==> src/core/hsr_pkg.sv <==
// constants for the high-speed repeater test forwarding block
// assumes a single 10 MHz clock and byte-wide recovered streams per port
// Operation
// - In high-speed state a test packet arriving on one port is re-timed and sent out of the other port, either way.
// - Test J or Test K seen on one port makes the block drive the same J or K out of the other port.
// - J/K forwarding holds until enable or reset goes low, or the supply is cycled.
// - The high-speed status output is high exactly while the block is in high-speed state.
// - The block is a transparent repeater only, with no host, device or hub logic and no identifier store.
package hsr_pkg;
  localparam int unsigned CLK_KHZ         = 10000;
  localparam int unsigned T_SUSPEND_US    = 3000;
  localparam int unsigned SUSPEND_CYC     = (T_SUSPEND_US * CLK_KHZ) / 1000;
  localparam int unsigned IDLE_W          = 16;
  localparam int unsigned DATA_W          = 8;
  localparam logic [7:0]  DATA_RST        = 8'h00;

  typedef enum logic [1:0] {HSR_OFF, HSR_HS} hsr_link_e;
  typedef enum logic [1:0] {HSR_FREE, HSR_TO_OUT, HSR_TO_IN} hsr_owner_e;
endpackage : hsr_pkg

==> src/core/hsr_fwd.sv <==
// one direction of the re-timing path: captures a byte stream and re-sends it
// assumes receive strobes are synchronous to mclk
`timescale 1ns/1ps
`default_nettype none
module hsr_fwd
  import hsr_pkg::*;
(
  input  wire logic              clk,       // system clock
  input  wire logic              rst_n,     // synchronised reset
  input  wire logic              pass,      // forwarding allowed
  input  wire logic              rx_active, // packet in progress on source
  input  wire logic              rx_valid,  // byte strobe on source
  input  wire logic [DATA_W-1:0] rx_data,   // received byte
  output logic                   tx_active, // packet in progress on sink
  output logic                   tx_valid,  // byte strobe on sink
  output logic      [DATA_W-1:0] tx_data    // re-timed byte
);
  logic              next_active;
  logic              next_valid;
  logic [DATA_W-1:0] next_data;

  always_comb begin
    next_active = pass & rx_active;
    next_valid  = pass & rx_active & rx_valid;
    next_data   = (pass & rx_valid) ? rx_data : tx_data;
  end

  always_ff @(posedge clk or negedge rst_n) begin
    if (!rst_n) begin
      tx_active <= 1'b0;
      tx_valid  <= 1'b0;
      tx_data   <= DATA_RST;
    end else begin
      tx_active <= next_active;
      tx_valid  <= next_valid;
      tx_data   <= next_data;
    end
  end
endmodule // hsr_fwd
`default_nettype wire

==> src/core/hsr_top.sv <==
// repeater compliance-test forwarding: re-timed packets and latched J/K
// assumes line decoding is done outside and all inputs except nrst (synchronised here) are mclk-synchronous
`timescale 1ns/1ps
`default_nettype none
module hsr_top
  import hsr_pkg::*;
#(
  parameter int unsigned SUSPEND_CYCLES = SUSPEND_CYC
) (
  input  wire logic              mclk,           // 10 MHz clock
  input  wire logic              nrst,           // active-low chip reset
  input  wire logic              enable,         // enable pin
  input  wire logic              hs_link,        // high-speed handshake done
  input  wire logic              fsls_seen,      // full/low-speed signalling
  input  wire logic              intp_rx_active, // packet on internal port
  input  wire logic              intp_rx_valid,  // byte strobe internal
  input  wire logic [DATA_W-1:0] intp_rx_data,   // byte internal
  input  wire logic              intp_test_j,    // test J seen internal
  input  wire logic              intp_test_k,    // test K seen internal
  input  wire logic              extp_rx_active, // packet on external port
  input  wire logic              extp_rx_valid,  // byte strobe external
  input  wire logic [DATA_W-1:0] extp_rx_data,   // byte external
  input  wire logic              extp_test_j,    // test J seen external
  input  wire logic              extp_test_k,    // test K seen external
  output logic                   extp_tx_active, // packet out external
  output logic                   extp_tx_valid,  // byte strobe out external
  output logic      [DATA_W-1:0] extp_tx_data,   // byte out external
  output logic                   intp_tx_active, // packet out internal
  output logic                   intp_tx_valid,  // byte strobe out internal
  output logic      [DATA_W-1:0] intp_tx_data,   // byte out internal
  output logic                   extp_drive_j,   // hold HS J on external
  output logic                   extp_drive_k,   // hold HS K on external
  output logic                   intp_drive_j,   // hold HS J on internal
  output logic                   intp_drive_k,   // hold HS K on internal
  output logic                   hs_state_indicator // high-speed state lamp
);
  logic rst_meta;
  logic rst_n;

  always_ff @(posedge mclk or negedge nrst) begin
    if (!nrst) begin
      rst_meta <= 1'b0;
      rst_n    <= 1'b0;
    end else begin
      rst_meta <= 1'b1;
      rst_n    <= rst_meta;
    end
  end

  hsr_link_e        link;
  hsr_link_e        next_link;
  hsr_owner_e       owner;
  hsr_owner_e       next_owner;
  logic [IDLE_W-1:0] idle;
  logic [IDLE_W-1:0] next_idle;
  logic             jk_on;
  logic             next_jk_on;
  logic             jk_to_out;
  logic             next_jk_to_out;
  logic             jk_is_k;
  logic             next_jk_is_k;
  logic             next_ind;
  logic             next_oj;
  logic             next_ok;
  logic             next_ij;
  logic             next_ik;
  logic             bus_busy;
  logic             in_test;
  logic             out_test;

  always_comb begin
    in_test  = intp_test_j | intp_test_k;
    out_test = extp_test_j | extp_test_k;
    bus_busy = intp_rx_active | extp_rx_active | jk_on;
    // idle counter models suspend entry when the host stops repeating
    next_idle = (bus_busy || link != HSR_HS) ? '0 :
                (idle == SUSPEND_CYCLES[IDLE_W-1:0]) ? idle :
                idle + 1'b1;
    next_link = link;
    case (link)
      HSR_OFF: if (enable && hs_link && !fsls_seen) begin
        next_link = HSR_HS;
      end
      HSR_HS: if (!enable || (!jk_on && (!hs_link || fsls_seen ||
                  idle == SUSPEND_CYCLES[IDLE_W-1:0]))) begin
        next_link = HSR_OFF;
      end
      default: next_link = HSR_OFF;
    endcase
    // the first port to start a packet owns the path until it ends
    next_owner = owner;
    case (owner)
      HSR_FREE: begin
        if (link == HSR_HS && !jk_on && intp_rx_active) begin
          next_owner = HSR_TO_OUT;
        end else if (link == HSR_HS && !jk_on && extp_rx_active) begin
          next_owner = HSR_TO_IN;
        end
      end
      HSR_TO_OUT: if (!intp_rx_active) next_owner = HSR_FREE;
      HSR_TO_IN:  if (!extp_rx_active) next_owner = HSR_FREE;
      default:    next_owner = HSR_FREE;
    endcase
    // release the path on the same edge that leaves high-speed state
    if (next_link != HSR_HS) begin
      next_owner = HSR_FREE;
    end
    // j/k latch: only a low enable clears it, reset clears the flops
    next_jk_on     = jk_on;
    next_jk_to_out = jk_to_out;
    next_jk_is_k   = jk_is_k;
    if (!enable) begin
      next_jk_on = 1'b0;
    end else if (!jk_on && link == HSR_HS && (in_test || out_test)) begin
      next_jk_on     = 1'b1;
      next_jk_to_out = in_test;
      next_jk_is_k   = in_test ? intp_test_k : extp_test_k;
    end
    next_oj  = next_jk_on &  next_jk_to_out & ~next_jk_is_k;
    next_ok  = next_jk_on &  next_jk_to_out &  next_jk_is_k;
    next_ij  = next_jk_on & ~next_jk_to_out & ~next_jk_is_k;
    next_ik  = next_jk_on & ~next_jk_to_out &  next_jk_is_k;
    next_ind = (next_link == HSR_HS);
  end

  always_ff @(posedge mclk or negedge rst_n) begin
    if (!rst_n) begin
      link               <= HSR_OFF;
      owner              <= HSR_FREE;
      idle               <= '0;
      jk_on              <= 1'b0;
      jk_to_out          <= 1'b0;
      jk_is_k            <= 1'b0;
      extp_drive_j       <= 1'b0;
      extp_drive_k       <= 1'b0;
      intp_drive_j       <= 1'b0;
      intp_drive_k       <= 1'b0;
      hs_state_indicator <= 1'b0;
    end else begin
      link               <= next_link;
      owner              <= next_owner;
      idle               <= next_idle;
      jk_on              <= next_jk_on;
      jk_to_out          <= next_jk_to_out;
      jk_is_k            <= next_jk_is_k;
      extp_drive_j       <= next_oj;
      extp_drive_k       <= next_ok;
      intp_drive_j       <= next_ij;
      intp_drive_k       <= next_ik;
      hs_state_indicator <= next_ind;
    end
  end

  // plain data relay only: no protocol engine and no identifier storage
  hsr_fwd u_to_out (
    .clk       (mclk),
    .rst_n     (rst_n),
    .pass      (next_owner == HSR_TO_OUT),
    .rx_active (intp_rx_active),
    .rx_valid  (intp_rx_valid),
    .rx_data   (intp_rx_data),
    .tx_active (extp_tx_active),
    .tx_valid  (extp_tx_valid),
    .tx_data   (extp_tx_data)
  );

  hsr_fwd u_to_in (
    .clk       (mclk),
    .rst_n     (rst_n),
    .pass      (next_owner == HSR_TO_IN),
    .rx_active (extp_rx_active),
    .rx_valid  (extp_rx_valid),
    .rx_data   (extp_rx_data),
    .tx_active (intp_tx_active),
    .tx_valid  (intp_tx_valid),
    .tx_data   (intp_tx_data)
  );
endmodule // hsr_top
`default_nettype wire

==> config.mk <==
export PLATFORM = sky130hd
export DESIGN_NAME = hsr_top
export DESIGN_NICKNAME = d
export VERILOG_FILES = /design/src/core/hsr_pkg.sv /design/src/core/hsr_fwd.sv /design/src/core/hsr_top.sv
export SDC_FILE = /design/constraint.sdc
export NUM_CORES = 1
export LEC_CHECK = 0
export ABC_AREA = 1
export BUFFER_PORTS_ARGS = -buffer_cell sky130_fd_sc_hd__buf_2
export CAP_MARGIN = 5
export CORE_MARGIN = 4
export CORE_UTILIZATION = 50
export CTS_BUF_LIST = sky130_fd_sc_hd__clkbuf_2 sky130_fd_sc_hd__clkbuf_4 sky130_fd_sc_hd__clkbuf_8
export DETAILED_ROUTE_END_ITERATION = 8
export GPL_TIMING_DRIVEN = 0
export HOLD_SLACK_MARGIN = 0.05
export PLACE_DENSITY_LB_ADDON = 0.1
export SYNTH_ARGS = -nofsm -noshare
export SYNTH_HDL_FRONTEND = slang
export SYNTH_HIERARCHICAL = 1
export SYNTH_SLANG_ARGS = --single-unit
==> constraint.sdc <==
create_clock -name mclk -period 1.66 [get_ports mclk]
set_clock_uncertainty 0.2 [all_clocks]
set_input_delay 0.249 -clock mclk [delete_from_list [all_inputs] [get_ports mclk]]
set_output_delay 0.249 -clock mclk [all_outputs]
set_load 0.05 [all_outputs]
==> results.yml <==
status:
  run_status: "finished with violations"
  violations: "negative setup slack"
floorplanning:
  die_w_um: 76.0
  ios: 54
  start_util_pct: 52.4
  dieArea_um2: 5770
  fp-row-count: 24
  core_area_um2: 4410
  die_h_um: 76.0
global_routing:
  grt_use_met3_pct: 5.08
  grt_use_met2_pct: 29.5
  busiest_layer: "met2"
  grt_pass1_vias: 1964
  grt_pass1_wl_um: 8980
  antenna_found_initial: 0
  use_met1_pct: 24.6
  grt_start_max_net_pins: 49
  gr-usage-all-layers_pct: 18.9
  gr-total-overflow: 0
setup_path:
  reg2reg_to: "u_to_out/tx_data[4]"
  reg2reg_slack_ns: -0.27
  r2r_cells: 15
  timing.rr.start: "idle[1]"
  required_ns: 1.66
  slowest_stage: "dfrtp_1"
  cp_cell_sequence: "inv_2 -> ha_4 -> inv_2 -> nor2_2 -> nand2_1 -> nor2_2 -> nand2_2 -> nand2_2 -> nand2_2 -> nand2_4 -> a21oi_4 -> buf_6 -> nand2_8 -> nand2_2 -> nand2_2"
  worst_setup_path_start_kind: "flop"
  worstPathArrival_ns: 1.92
  max_stage_delay_ns: 0.38
  crit_type: "reg -> reg"
  crit_path_end_kind: "flop"
  crit_fanout: 6
  path_common_cell: "nand2_2"
logic_synthesis:
  synthMuxAreaShare_pct: 0
  synth_nets: 291
  syn_avg_cell_area_um2: 8.89
  synth_seq_cells: 50
  syn_area_um2: 2310
  ys_seq_area_share_pct: 54.1
  ys_types: 27
  synth-simple-area-share_pct: 29.9
  syn_inst: 260
  synth_fa_ha_area_share_pct: 1.08
  synth_compound_area_share_pct: 6.33
  synth_top_family_by_area: "simple AND/OR/NAND/NOR gates"
  yosys_warnings: 6
  synth_xor_area_share_pct: 0.758
clock_network:
  tritoncts: "built"
  clk_latency_ns: 0.30
  ctsLongestPathBuffers: 2
  clock_sinks: 50
  root_buffer: "clkbuf_8"
  numCtsBuffers: 5
  clk_pin_slew_ns: 0.09
  htree_levels: 2
cells_and_area:
  multi_input_area_um2: 1040
  diodes: 0
  drive_gt1_share_pct: 36.4
  synthToLayoutAreaGrowth_pct: 38.0
  nNetsFinal: 384
  regArea_um2: 1250
  layout_commonest_cell: "buf_2"
  stdcell_count: 406
  fillers: 324
  final_cell_mix: "buf_2, nand2_1, dfrtp_1"
pwr:
  cellLeakagePower_uw: 0.00172
  p_total_uw: 2150
  power.density_nw_per_um2: 674
  vdd_drop_max_v: 0.000676
routing:
  ant_nets: 0
  via_count: 1993
  drt_iter0_markers: 106
  dr.pass1.iters: 4
  via_per_inst: 4.91
  wl_um: 5430
  wl_per_cell_um: 13.4
  route.detailed.drc: 0
sta:
  worstMarginPinSlew_ns: 1.04
  rsz0062_at_grt: "true"
  fin_crit_ns: 1.93
  relSlewSlack_pct: 30.7
  setup_viol: 24
  setup_ws_ns: -0.269
  fin_hold_ws_ns: 0.0983
  report.final.slew_viol_count: 0
  timing.fmax_mhz: 518
  setup_tns_ns: -5.23
  report.final.hold_viol_count: 0
  fin_crit_sh_pct: 116
place:
  dpl.cell_count: 363
  io_buffers: 51
  dpl.hpwl_um: 3210
  place_congestion: 0.813
  pre_cts_ws_ns: -0.423
min_path:
  whs_path_depth: 5
  hold_class: "in -> reg"
  hp-start: "intp_test_j"
  hold_end: "jk_to_out"
run:
  cap_violations: 0
[layer usage]
layer,vias up,part of all wire [%],routed length [um]
met5,-,0,0
met4,0,2.6,142
met3,11,5.3,288
met2,48,51,2770
met1,926,41,2230
li1,1008,-,-
[through the flow]
step / utilization [%] / instance area, um2
5_1_grt: 72.3 / 3190
3_5_place_dp: 59.9 / 2650
3_3_place_gp: 59.9 / 2650
4_1_cts: 69.6 / 3070
2_1_floorplan: - / 2320
6_report: 72.3 / 3190
[flip-flops by register name, summed over array words and instances, names as in the netlist, 2 cells and up]
name / cells
idle: 16
u_to_in/tx_data: 8
u_to_out/tx_data: 8
link: 2
owner: 2
[Yosys cell counts]
library cell / number / area (um2)
a21o_1: 2 / 15.0
a21oi_1: 14 / 70.1
buf_6: 4 / 45.0
conb_1: 2 / 7.51
dfrtp_1: 50 / 1250
ha_1: 2 / 25.0
inv_1: 32 / 120
inv_2: 2 / 7.51
nand2_1: 63 / 236
nand2_2: 4 / 25.0
nand2_4: 1 / 11.3
nand2_8: 2 / 40.0
nand3_1: 25 / 125
nand3_2: 3 / 30.0
nand4_1: 1 / 6.26
nor2_1: 23 / 86.3
nor2_2: 2 / 12.5
nor2_4: 3 / 33.8
nor3_1: 9 / 45.0
nor3_2: 1 / 10.0
nor3_4: 1 / 16.3
nor4_2: 1 / 12.5
o21ai_0: 6 / 30.0
o21ai_1: 3 / 15.0
o21ai_2: 1 / 8.76
o31ai_1: 1 / 7.51
xor2_1: 2 / 17.5
[where the power goes]
part	switching [uW]	internal, uW
combinational	101	84.6
clock	388	309
sequential	29.4	1240
[kinds of logic (layout without fill, tap and decap cells)]
logic type               count (synthesis)  after routing
adder cells (fa/ha/maj)                  2              2
XOR/XNOR                                 2              2
buffers and inverters                   38            130
AO/OA/AOI/OAI                           27             27
flip-flops                              50             50
other                                    2              2
AND/OR/NAND/NOR                        139            141
[how the worst max path moves through the flow]
stage,startpoint,to,slack (ns)
3_3_place_gp,idle[0],u_to_out/tx_data[2],-0.36
2_1_floorplan,idle[0],u_to_in/tx_data[0],-0.17
5_1_grt,idle[3],u_to_in/tx_data[5],-0.38
3_5_place_dp,idle[0],u_to_out/tx_data[4],-0.42
6_report,idle[1],u_to_out/tx_data[4],-0.27
4_1_cts,idle[0],u_to_out/tx_data[4],-0.29
[critical path, delay by kind of cell, from the launching register on]
family          cells  cell delay, ns
fa+ha+maj           1            0.15
compound gates      1            0.18
flops               1            0.38
buf+inv             3            0.27
simple gates       10            0.64
[cell type report]
| class | count | area share (%) |
|---|---|---|
| Sequential cell | 50 | 39.3 |
| Multi-Input combinational cell | 174 | 32.6 |
| Timing Repair Buffer | 84 | 17.9 |
| Inverter | 34 | 4.08 |
| Clock buffer | 6 | 2.39 |
| Tap cell | 52 | 2.04 |
| Buffer | 4 | 1.41 |
| Clock inverter | 2 | 0.314 |
[what timing repair did]
| action | CTS | global route |
|---|---|---|
| endpoints found under the hold margin | 22 | 0 |
| gates resized for setup | 13 | 28 |
| hold buffers | 22 | 0 |
| setup endpoints to repair | 26 | 33 |
| pin swaps | 3 | 7 |
| buffers inserted | 8 | 4 |
| gates cloned | 2 | 2 |
Power figures use the tool's default switching activity.
